## config.mk

```make
export PLATFORM = sky130hd
export DESIGN_NAME = bax_exec
export DESIGN_NICKNAME = d
export VERILOG_FILES = /design/src/hw/bax_adder.v /design/src/hw/bax_exec.v
export VERILOG_INCLUDE_DIRS = /design/src /design/src/inc
export SDC_FILE = /design/constraint.sdc
export NUM_CORES = 1
export LEC_CHECK = 0
export BUFFER_PORTS_ARGS = -buffer_cell sky130_fd_sc_hd__buf_2
export CORE_UTILIZATION = 50
export DETAILED_ROUTE_END_ITERATION = 7
export GPL_TIMING_DRIVEN = 1
export PLACE_DENSITY = 0.87
export SLEW_MARGIN = 15
export SYNTH_ARGS = -nofsm -noshare
export SYNTH_HDL_FRONTEND = slang
export SYNTH_SLANG_ARGS = --single-unit
```

## constraint.sdc

```tcl
create_clock -name clock -period 3.7 [get_ports clock]
set_input_delay 0.74 -clock clock [delete_from_list [all_inputs] [get_ports clock]]
set_output_delay 0.74 -clock clock [all_outputs]
set_load 0.02 [all_outputs]
```

## src/inc/bax_consts.vh

```
`ifndef BAX_CONSTS_VH
`define BAX_CONSTS_VH

// Operation select codes
`define BAX_OP_W            3
`define BAX_OP_NONE         3'h0
`define BAX_OP_ADD          3'h1
`define BAX_OP_ADDC         3'h2
`define BAX_OP_ASR          3'h3
`define BAX_OP_BCLR         3'h4
`define BAX_OP_TSKIP        3'h5
`define BAX_OP_RJMP         3'h6

// Widths
`define BAX_DATA_W          8
`define BAX_ADDR_W          7
`define BAX_PC_W            15
`define BAX_OFS_W           9
`define BAX_BIT_W           3

// Target select values
`define BAX_TGT_ACC         1'b0
`define BAX_TGT_REG         1'b1

// Field positions
`define BAX_MSB             7
`define BAX_NIB_MSB         3

// Reset values
`define BAX_ACC_RST         8'h00
`define BAX_PC_RST          15'h0000

`endif

```

## src/hw/bax_adder.v

```verilog
`timescale 1ns/10ps
`include "bax_consts.vh"

module bax_adder (
    // Operands
    input  wire [7:0] a,
    input  wire [7:0] b,
    input  wire       cin,
    // Result
    output wire [7:0] sum,
    output wire       cout,
    output wire       nib_cout
);

    wire [4:0] low;
    wire [4:0] high;

    assign low      = {1'b0, a[3:0]} + {1'b0, b[3:0]} + {4'h0, cin};
    assign high     = {1'b0, a[7:4]} + {1'b0, b[7:4]} + {4'h0, low[4]};
    assign sum      = {high[3:0], low[3:0]};
    assign cout     = high[4];
    assign nib_cout = low[4];

endmodule

```

## src/hw/bax_exec.v

```verilog
`timescale 1ns/10ps
`include "bax_consts.vh"

// Overview of operation
// - Add accumulator and addressed register, update flags
// - Target select 0 accumulator, 1 register
// - Add-with-carry includes current overflow bit
// - Shift right keeps bit 7, bit0 to overflow
// - Shift updates only overflow and nil flags
// - Clear chosen bit, others kept, no flags
// - Zero tested bit skips next as NOP
// - Jump to PC plus one plus offset
// - Relative jump always takes two cycles
module bax_exec (
    // Clock and reset
    input  wire        clock,
    input  wire        sys_rst,
    // Instruction issue
    input  wire        issue,
    input  wire [2:0]  op,
    input  wire [6:0]  reg_addr,
    input  wire        target_sel,
    input  wire [2:0]  bit_pos,
    input  wire [8:0]  offset,
    // Register file read data for reg_addr
    input  wire [7:0]  reg_rdata,
    // Register file write-back
    output reg         reg_we,
    output reg  [6:0]  reg_waddr,
    output reg  [7:0]  reg_wdata,
    // Architectural state
    output reg  [7:0]  acc,
    output reg         arith_ovf,
    output reg         nibble_carry,
    output reg         result_nil,
    output reg  [14:0] pc,
    // Pipeline control
    output wire        busy,
    output reg         flush
);

    localparam ST_RUN   = 1'b0;
    localparam ST_NOP   = 1'b1;

    reg         state;
    reg         next_state;
    reg  [7:0]  next_result;
    reg         next_write;
    reg         next_flags_add;
    reg         next_flags_shift;
    reg         next_second;
    reg  [14:0] next_pc;
    reg         next_to_reg;
    reg  [7:0]  next_acc;
    reg         next_ovf;
    reg         next_nib;
    reg         next_nil;
    reg         next_we;
    reg  [6:0]  next_waddr;
    reg  [7:0]  next_wdata;
    reg         next_flush;
    reg  [14:0] next_pc_commit;

    wire [7:0]  sum;
    wire        sum_cout;
    wire        sum_nib;
    wire        carry_in;
    wire [14:0] pc_inc;
    wire [14:0] ofs_ext;
    wire        take;
    wire        res_zero;
    wire [7:0]  shift_res;
    wire [7:0]  clr_res;

    // Carry participates only for add-with-carry
    // overflow bit in
    assign carry_in = (op == `BAX_OP_ADDC) ? arith_ovf : 1'b0;

    bax_adder u_adder (
        .a        (acc),
        .b        (reg_rdata),
        .cin      (carry_in),
        .sum      (sum),
        .cout     (sum_cout),
        .nib_cout (sum_nib)
    );

    assign pc_inc  = pc + 15'h0001;
    assign ofs_ext = {{6{offset[8]}}, offset};
    assign busy    = (state == ST_NOP);

    // Issue during the forced NOP is the discarded slot
    // Read data must be valid in the issue cycle; no stall for a slow register file
    assign take      = issue && (state == ST_RUN);
    assign shift_res = {reg_rdata[`BAX_MSB], reg_rdata[`BAX_MSB:1]};
    assign clr_res   = reg_rdata & ~(8'h01 << bit_pos);
    assign res_zero  = (next_result == 8'h00);

    always @* begin
        next_result      = reg_rdata;
        next_write       = 1'b0;
        next_flags_add   = 1'b0;
        next_flags_shift = 1'b0;
        next_second      = 1'b0;
        next_pc          = pc_inc;
        next_to_reg      = target_sel;
        case (op)
            `BAX_OP_ADD, `BAX_OP_ADDC: begin
                next_result    = sum;
                next_write     = 1'b1;
                next_flags_add = 1'b1;
            end
            `BAX_OP_ASR: begin
                next_result      = shift_res;
                next_write       = 1'b1;
                next_flags_shift = 1'b1;
            end
            `BAX_OP_BCLR: begin
                next_result = clr_res;
                next_write  = 1'b1;
                // No target select: always back to the register
                next_to_reg = 1'b1;
            end
            `BAX_OP_TSKIP: begin
                next_second = ~reg_rdata[bit_pos];
            end
            `BAX_OP_RJMP: begin
                next_pc     = pc_inc + ofs_ext;
                next_second = 1'b1;
            end
            default: begin
                next_result = reg_rdata;
            end
        endcase
    end

    always @* begin
        case (state)
            ST_RUN:  next_state = (take && next_second) ? ST_NOP : ST_RUN;
            ST_NOP:  next_state = ST_RUN;
            default: next_state = ST_RUN;
        endcase
    end

    // Commit: what this edge changes
    always @* begin
        next_acc       = acc;
        next_ovf       = arith_ovf;
        next_nib       = nibble_carry;
        next_nil       = result_nil;
        next_we        = 1'b0;
        next_waddr     = reg_waddr;
        next_wdata     = reg_wdata;
        next_flush     = 1'b0;
        next_pc_commit = pc;
        if (state == ST_NOP) begin
            // Forced NOP: discarded slot, PC moves past it
            // After a jump this leaves PC at target plus one
            next_pc_commit = pc_inc;
        end else if (take) begin
            next_pc_commit = next_pc;
            next_flush     = next_second;
            if (next_write) begin
                if (next_to_reg == `BAX_TGT_REG) begin
                    next_we    = 1'b1;
                    next_waddr = reg_addr;
                    next_wdata = next_result;
                end else begin
                    next_acc = next_result;
                end
            end
            if (next_flags_add) begin
                next_ovf = sum_cout;
                next_nib = sum_nib;
                next_nil = res_zero;
            end
            if (next_flags_shift) begin
                next_ovf = reg_rdata[0];
                next_nil = res_zero;
            end
        end
    end

    // Every output is a flop; nothing combinational leaves but busy
    always @(posedge clock) begin
        if (sys_rst) begin
            state        <= ST_RUN;
            acc          <= `BAX_ACC_RST;
            arith_ovf    <= 1'b0;
            nibble_carry <= 1'b0;
            result_nil   <= 1'b0;
            pc           <= `BAX_PC_RST;
            reg_we       <= 1'b0;
            reg_waddr    <= 7'h00;
            reg_wdata    <= 8'h00;
            flush        <= 1'b0;
        end else begin
            state        <= next_state;
            acc          <= next_acc;
            arith_ovf    <= next_ovf;
            nibble_carry <= next_nib;
            result_nil   <= next_nil;
            pc           <= next_pc_commit;
            reg_we       <= next_we;
            reg_waddr    <= next_waddr;
            reg_wdata    <= next_wdata;
            flush        <= next_flush;
        end
    end

endmodule

```

# Word level (Yosys, flattened, before mapping)
# Cells that the tools add are included.
dict set report classes {
  add_sub_neg 6
  magnitude_cmp 1
  n_eq_ne 6
  n_shift 1
  mux 19
  n_bitwise 7
  reduce_logical 13
}
# cell count
set ops {}
lappend ops {{2-to-1 mux 15 bit} 3}
lappend ops {{one-hot mux 8 bit (3 select lines)} 1}
lappend ops {{adder 15 x 1 -> 15 bit (second input constant)} 1}
lappend ops {{adder 15 bit} 1}
lappend ops {{2-to-1 mux 1 bit} 12}
lappend ops {{adder 4 x 4 -> 5 bit} 2}
lappend ops {{adder 5 x 1 -> 5 bit} 2}
lappend ops {{equality test 3 bit (second input constant)} 3}
lappend ops {{bitwise AND 8 bit} 1}
lappend ops {{logical NOT 8 bit} 1}
lappend ops {{inverter 8 bit} 1}
lappend ops {{AND reduction 4 bit} 2}
lappend ops {{OR reduction 4 bit} 2}
lappend ops {{left shift 1 x 3 -> 8 bit (first input constant)} 1}
lappend ops {{equality test 3 x 2 -> 1 bit (second input constant)} 2}
lappend ops {{AND reduction 3 bit} 2}
lappend ops {{inverter 1 bit} 5}
lappend ops {{less-than comparator 3 x 4 -> 1 bit (second input constant)} 1}
lappend ops {{one-hot mux 1 bit (2 select lines)} 2}
lappend ops {{nonzero test 2 bit} 2}
lappend ops {{binary-select mux 1 bit (select 3 bit)} 1}
lappend ops {{equality test 3 x 1 -> 1 bit (second input constant)} 1}
lappend ops {{OR reduction 3 bit} 1}
lappend ops {{logical AND 1 bit} 2}
lappend ops {{OR reduction 2 bit} 1}
dict set report totals {
  register_bits 44
  inputBits 34
  output_inout_bits 44
  elab_cells 63
}

# Logic depth before layout (Yosys ltp)
# Gate-level depths: netlist of the first run.
dict set report depth {
  depth_word 8
  ltp_mapped 17
  ltp_nobuf 16
}

# Modules after synthesis
# Synthesis of the first run repeated with hierarchy kept, for this count alone.
dict set report hier_totals {
  hier_cells 427
  area_unflattened_um2 3529.6
}
# module n_inst cells_each area_per_inst_um2 seq_area_each_um2
set modules_own_cells {}
lappend modules_own_cells {bax_exec 1 394 3241.9 880.8}
lappend modules_own_cells {bax_adder 1 33 287.8 0.0}

# Worst setup path before layout of the first run
# No wires, ideal clock.
dict set report synth_path {
  path_kind {input to register}
  startpoint {in op[2]}
  endpoint {reg result_nil}
  arrival_time_ps 3856
  required_ps 3613
  setup_slack_ps -243
  stages 17
  path_cell_list {buf_2 -> inv_1 -> nand3_1 -> fa_1 -> fa_1 -> nor2b_1 -> o21a_1 -> nor2_1 -> fa_1 -> inv_1 -> fa_1 -> o21ai_1 -> o211a_1 -> nor2_1 -> nor4_1 -> nand2_1 -> o31ai_1}
}
dict set report synth_via {
  elab_chain_len 8
}
# item line_no
set synth_rtl {}
lappend synth_rtl {{start: declaration} bax_exec.v:20} ;# input wire [2:0] op,
lappend synth_rtl {{equality test 3 x 2 -> 1 bit} bax_exec.v:107} ;# case (op)
lappend synth_rtl {{2-to-1 mux 1 bit} bax_exec.v:77} ;# assign carry_in = (op == `BAX_OP_ADDC) ? arith_ovf : 1'b0;
lappend synth_rtl {{adder 5 x 1 -> 5 bit} bax_adder.v:18} ;# assign low = {1'b0, a[3:0]} + {1'b0, b[3:0]} + {4'h0, cin};
lappend synth_rtl {{adder 5 x 1 -> 5 bit} bax_adder.v:19} ;# assign high = {1'b0, a[7:4]} + {1'b0, b[7:4]} + {4'h0, low[4]};
lappend synth_rtl {{one-hot mux 8 bit (3 select lines)} bax_exec.v:107}
lappend synth_rtl {{logical NOT 8 bit} bax_exec.v:97} ;# assign res_zero = (next_result == 8'h00);
lappend synth_rtl {{2-to-1 mux 1 bit} bax_exec.v:172} ;# if (next_flags_add) begin
lappend synth_rtl {{2-to-1 mux 1 bit} bax_exec.v:177} ;# if (next_flags_shift) begin
lappend synth_rtl {{end signal: assignment} bax_exec.v:202} ;# result_nil <= next_nil;
lappend synth_rtl {{end: declaration} bax_exec.v:35} ;# output reg result_nil,
# Several ways; a longest one is shown, not always the timed one. The select of a mux whose other input is x is not followed.
# A chain may end at the register's enable or synchronous reset.

# Worst setup path in the final report of the first run
dict set report layout_path {
  startpoint {in op[1]}
  endpoint {reg result_nil}
}
# The elaborated chain is that of the path after synthesis.

==> flow_metrics.env, run 1 <==
export IMPL_status="finished, final reports clean"
export IMPL_critPathMaxStageDelay_ps=390
export IMPL_drc=0
export IMPL_post_route_period_util_pct=95.1
export IMPL_syn_avg_cell_area_um2=7.73
export IMPL_insertion_delay_ps=310
export IMPL_wl_um=10100
export IMPL_pwr_share_seq_pct=39.2
export IMPL_timing_slew_headroom_pct=46.0
export IMPL_n_antenna_cell=0
export IMPL_arrival_ps=3760
export IMPL_cts_sinks=44
export IMPL_std_cell_rows=30
export IMPL_antenna_found_initial=0
export IMPL_hold_path_class="reg2reg"
export IMPL_finalInstanceArea_mm2=0.00427
export IMPL_whs_ps=489
export IMPL_syn_num_nets=525
export IMPL_die_h_um=86.8
export IMPL_cts_tree="yes"
export IMPL_viasPerCell=6.13
export IMPL_p_switching_uw=461
export IMPL_wl_per_cell_um=15.8
export IMPL_ys_ff_latch=44
export IMPL_gr_usage_all_layers_pct=27.5
export IMPL_clock_root_buffer="clkbuf_8"
export IMPL_reg2reg_depth=13
export IMPL_ant_nets=0
export IMPL_holdPathStages=2
export IMPL_placed_cell_area_mm2=0.00414
export IMPL_crit_fanout=3
export IMPL_drtIter0Drc=376
export IMPL_gp_congestion=0.906
export IMPL_drive_gt1_share_pct=22.8
export IMPL_fin_ws_ps=182
export IMPL_post_dp_hpwl_um=7500
export IMPL_switching_share_pct=34.7
export IMPL_grt_pass1_vias=3563
export IMPL_irDropWorstVdd_mv=0.264
export IMPL_rsz0062_at_grt="no"
export IMPL_report_final_hold_viol_count=0
export IMPL_path_clk_slew_ps=100
export IMPL_grt_max_degree=41
export IMPL_clock_skew_ps=11.2
export IMPL_powerDensity_mw_per_mm2=311
export IMPL_start_util_pct=52.3
export IMPL_path_cells="buf_2 -> nor2b_4 -> nand3_2 -> fa_2 -> fa_2 -> nor2b_1 -> o21a_1 -> nor2_1 -> fa_2 -> inv_2 -> fa_1 -> o21ai_1 -> o211a_1 -> nor2_1 -> nor4_1 -> nand2_1 -> o31ai_2"
export IMPL_place_port_buffers=77
export IMPL_vias=3925
export IMPL_grt_remaining_overflow=0
export IMPL_grt_pass1_wl_um=16500
export IMPL_p_int_uw=867
export IMPL_power_leakage_uw=0.00190
export IMPL_combinationalPowerShare_pct=31.3
export IMPL_start_kind="input pin"
export IMPL_syn_area_mm2=0.00359
export IMPL_timing_fmax_ghz=0.284
export IMPL_core_area_mm2=0.00687
export IMPL_fillers=591
export IMPL_fin_cells=640
export IMPL_cts_path_max_buffers=2
export IMPL_htreeDepth=2
export IMPL_yosysTopAreaCellShare_pct=24.5
export IMPL_crit_slowest_cell="fa_1"
export IMPL_die_area_mm2=0.00753
export IMPL_num_io_pins=78
export IMPL_ys_flop_type="dfxtp_1"
export IMPL_die_w_um=86.8
export IMPL_nNetsFinal=603
export IMPL_synthCells=465
export IMPL_yosysSeqAreaShare_pct=24.5
export IMPL_cts_buffers=5
export IMPL_dp_slack_ps=-283
export IMPL_synth_edf_count=0
export IMPL_drt_first_pass_iters=7
export IMPL_clkPwrFrac_pct=29.4
export IMPL_layout_min_cycle_time_ps=3520
export IMPL_yosysUniqueCellTypes=59
export IMPL_tns_ps=0
export IMPL_worst_pin_slew_ps=807
export IMPL_end_kind="register"
export IMPL_crit_path_frequent_cell="fa_2"
export IMPL_max_cap_violations=0
export IMPL_dp_cells=631
export IMPL_yosysWarnings=0
export IMPL_worst_ep_required_time_ps=3940
export IMPL_setup_viol=0
export IMPL_cts_hold_buf=0
export IMPL_synthTopCellsByArea="dfxtp_1 25%, ha_1 7.3%, a21oi_1 6.0%, nor2_1 5.5%, o21ai_0 4.7%"
export IMPL_areaGrowthSynthToFinish_pct=18.9
export IMPL_yosysTopAreaCell="dfxtp_1"
export IMPL_path_class="in2reg"
export IMPL_ys_async_sr_fraction_pct=0
export IMPL_report_final_slew_viol_count=0
final timing paths:
path                                  start                   endpoint  slack [ps]
hold / removal    reg_wdata[3]$_SDFFE_PP0P_  reg_wdata[3]$_SDFFE_PP0P_         490
setup reg to reg         pc[0]$_SDFFE_PP0P_        pc[14]$_SDFFE_PP0P_         310
setup / recovery                      op[1]    result_nil$_SDFFE_PP0P_         180
hold reg to reg   reg_wdata[3]$_SDFFE_PP0P_  reg_wdata[3]$_SDFFE_PP0P_         490
synthesized netlist by cell type, drive strengths merged (4+ instances only):
library cell   n
inv           16
a21oi         44
nor4           6
o22ai          4
mux2i         14
nor2          54
and4           6
nand3         14
a21o          11
ha            21
a31oi          4
buf            8
and3           4
clkbuf        15
nand4          8
o21ai         38
dfxtp         44
nor3           7
xnor2         14
fa             5
xor2           9
nand2b         6
a211oi        14
nand2         43
a311oi         5
nor2b          8
layer usage:
layer	track usage [%]	part of all wire, %
met5	0	0
met4	10.3	2.7
met3	5.05	7.7
met2	46.2	47
met1	35.1	43
sequential cells by signal, summed over array words and instances (netlist names), 7 cells and up:
register	flops
acc	8
pc	15
reg_wdata	8
reg_waddr	7
cells by family (layout without fill, tap and decap cells):
family / after synthesis / in the layout / synth area share, %
simple gates: 166 / 166 / 22.7
mux: 17 / 17 / 5.46
fa+ha+maj: 26 / 26 / 10.1
buf+inv: 39 / 118 / 4.35
flops: 44 / 44 / 24.5
xor+xnor: 23 / 23 / 5.60
compound gates: 150 / 150 / 27.3
layout make-up:
cell class / count / area [um2] / area share (%)
inverters: 16 / 62.6 / 1.46
well taps: 96 / 120 / 2.81
clock inverters: 3 / 46.3 / 1.08
repair buffers: 94 / 513 / 12.0
clock buffers: 5 / 68.8 / 1.61
flip-flops and latches: 44 / 881 / 20.6
multi-input cells: 382 / 2580 / 60.4
repair_timing:
item	4_1_cts	5_1_grt
resized for setup	0	6
setup endpoints to repair	0	6
setup buffers	0	1
power by group through the flow:
| stage | Sequential (uW) | Combinational [uW] | Clock, uW |
|---|---|---|---|
| after detailed placement | 532 | 403 | 0 |
| final | 521 | 416 | 391 |
| after global placement | 530 | 391 | 0 |
| after floorplan | 554 | 257 | 0 |
| after CTS | 521 | 406 | 394 |
| after global routing | 525 | 454 | 418 |
through the flow:
stage / util (%) / total power (uW)
floorplan: - / 810
global placement: 60.2 / 921
detailed placement: 60.2 / 935
CTS: 61.9 / 1320
global route: 62.2 / 1400
finish: 62.2 / 1330
critical path: cells and delay by family:
| family | cells | cell delay, ps |
|---|---|---|
| buf+inv | 2 | 150 |
| simple gates | 7 | 800 |
| fa+ha+maj | 4 | 1450 |
| compound gates | 4 | 610 |
placed cells by master (no fill, tap or decap), types with 4 or more instances in the layout:
| cell | count |
|---|---|
| buf_2 | 77 |
| nor2_1 | 53 |
| dfxtp_1 | 44 |
| nand2_1 | 43 |
| a21oi_1 | 43 |
| o21ai_0 | 33 |
| ha_1 | 21 |
| buf_4 | 17 |
| xnor2_1 | 14 |
| inv_1 | 14 |
| mux2i_1 | 14 |
| a211oi_1 | 14 |
| nand3_1 | 13 |
| a21o_1 | 11 |
| xor2_1 | 9 |
| nand4_1 | 8 |
| nor2b_1 | 7 |
| and4_1 | 6 |
| nand2b_1 | 6 |
| nor3_1 | 6 |
| nor4_1 | 6 |
| a311oi_1 | 5 |
| o21ai_1 | 5 |
| clkbuf_8 | 5 |
| a31oi_1 | 4 |
| o22ai_1 | 4 |
No activity file was read; power rests on OpenSTA's default activity.
==> inputs of run 2 (changes only) <==
CORE_UTILIZATION = 56   (was 50)
PLACE_DENSITY = 0.92   (was 0.87)
clock period = 3.5 ns   (was 3.7 ns; I/O delays follow)
==> flow_metrics.env, run 2 (synthesis gave the netlist of run 1 again) <==
export IMPL_status="finished with violations"
export IMPL_violations="negative setup slack"
export IMPL_max_cap_violations=0
export IMPL_viasPerCell=6.46
export IMPL_report_final_slew_viol_count=0
export IMPL_mostFrequentLayoutCells="75 x buf_2, 52 x nor2_1, 44 x dfxtp_1"
export IMPL_rsz0062_at_grt="yes"
export IMPL_areaGrowthSynthToFinish_pct=20.3
export IMPL_ant_nets=0
export IMPL_wl_um=10500
export IMPL_clock_skew_ps=5.32
export IMPL_cts_hold_buf=0
export IMPL_clock_root_buffer="clkbuf_8"
export IMPL_reg_top3="pc (15), acc (8), reg_wdata (8)"
export IMPL_post_route_period_util_pct=101
export IMPL_gp_congestion=0.916
export IMPL_whs_ps=500
export IMPL_grt_max_degree=41
export IMPL_start_util_pct=59.3
export IMPL_insertion_delay_ps=300
export IMPL_grt_remaining_overflow=0
export IMPL_top_register="pc"
export IMPL_setup_viol=1
export IMPL_powerDensity_mw_per_mm2=326
export IMPL_gr_usage_all_layers_pct=32.0
export IMPL_path_clk_slew_ps=90
export IMPL_worst_pin_slew_ps=817
export IMPL_cts_sinks=44
export IMPL_finalInstanceArea_mm2=0.00433
export IMPL_placed_cell_area_mm2=0.00413
export IMPL_path_class="in2reg"
export IMPL_cts_buffers=5
export IMPL_worst_ep_required_time_ps=3730
export IMPL_htreeDepth=2
export IMPL_power_leakage_uw=0.00192
export IMPL_end_kind="register"
export IMPL_report_final_hold_viol_count=0
export IMPL_drtIter0Drc=473
export IMPL_grt_pass1_wl_um=16700
export IMPL_wl_per_cell_um=16.8
export IMPL_std_cell_rows=28
export IMPL_cts_tree="yes"
export IMPL_fin_ws_ps=-26.5
export IMPL_post_route_util_pct=71.4
export IMPL_timing_slew_headroom_pct=45.5
export IMPL_drive_gt1_share_pct=24.8
export IMPL_num_io_pins=78
export IMPL_drt_first_pass_iters=5
export IMPL_fillers=492
export IMPL_die_w_um=82.1
export IMPL_place_port_buffers=77
export IMPL_layout_commonest_cell="buf_2"
export IMPL_irDropWorstVdd_mv=0.260
export IMPL_n_antenna_cell=0
export IMPL_vias=4025
export IMPL_nNetsFinal=607
export IMPL_seqCellArea_um2=881
export IMPL_dp_cells=612
export IMPL_timing_fmax_ghz=0.284
export IMPL_layout_min_cycle_time_ps=3530
export IMPL_drc=0
export IMPL_fin_cells=623
export IMPL_largest_reg_flops=15
export IMPL_multi_input_area_mm2=0.00262
export IMPL_grt_pass1_vias=3576
export IMPL_die_h_um=82.1
export IMPL_start_kind="input pin"
export IMPL_cts_path_max_buffers=2
export IMPL_core_area_mm2=0.00606
export IMPL_antenna_found_initial=0
export IMPL_hold_path_class="reg2reg"
export IMPL_die_area_mm2=0.00674
export IMPL_post_dp_hpwl_um=7630
export IMPL_crit_fanout=3
export IMPL_arrival_ps=3750
## run 2: changes by cell type in the layout (fill, tap and decap cells not counted), sizes merged
cell / before / now
buf: 94 / 98
## run 2: worst max-delay path, stage by stage
cell and delay (ps):
buf_6 100, nor2b_4 110, nand3_2 90, fa_2 360, fa_2 370, nor2b_1 120
o21a_1 130, nor2_2 50, fa_2 340, inv_2 70, fa_2 240, xor2_2 80
o211ai_1 220, a32oi_2 180, nor4_2 320, nand2_1 110, o31ai_2 170
## run 2: power by group
part / switching (uW) / internal (uW)
combinational: 272 / 185
clock: 190 / 215
sequential: 25.3 / 525
## run 2: layer usage
layer  up-vias  track usage, %  wire length, um
li1       1884               -                -
met1      1892            42.6             4510
met2       205            52.1             4830
met3        44            6.81              797
met4         0            9.12              357
met5         -               0                0
## run 2: final cells by class
class / instances / share of cell area [%]
timing repair buffer: 98 / 12.8
inverter: 16 / 1.45
tap: 75 / 2.17
clock inverter: 3 / 1.07
sequential: 44 / 20.4
multi-input combinational: 382 / 60.5
clock buffer: 5 / 1.59
## run 2: worst paths after layout
kind	slack, ps	endpoint	start	cells after the start
worst max-delay path	-30	result_nil$_SDFFE_PP0P_	op[0]	17
worst min-delay path	500	acc[7]$_SDFFE_PP0P_	acc[7]$_SDFFE_PP0P_	2
worst max register to register	160	result_nil$_SDFFE_PP0P_	arith_ovf$_SDFFE_PP0P_	15
worst min register to register	500	acc[7]$_SDFFE_PP0P_	acc[7]$_SDFFE_PP0P_	2
## run 2: metrics by stage
| step | setup slack, ps | power, uW | setup TNS, ps |
|---|---|---|---|
| finish | -26.5 | 1410 | -26.5 |
| global route | -130 | 1490 | -138 |
| CTS | 9.60 | 1390 | 0 |
| detailed placement | -340 | 993 | -1670 |
| global placement | -239 | 977 | -1060 |
| floorplan | -137 | 857 | -137 |
## run 2: repair_timing
item                       CTS  global route
buffers inserted             0             4
resized for setup            1            15
pin swaps                    1             7
setup endpoints to repair    2             6
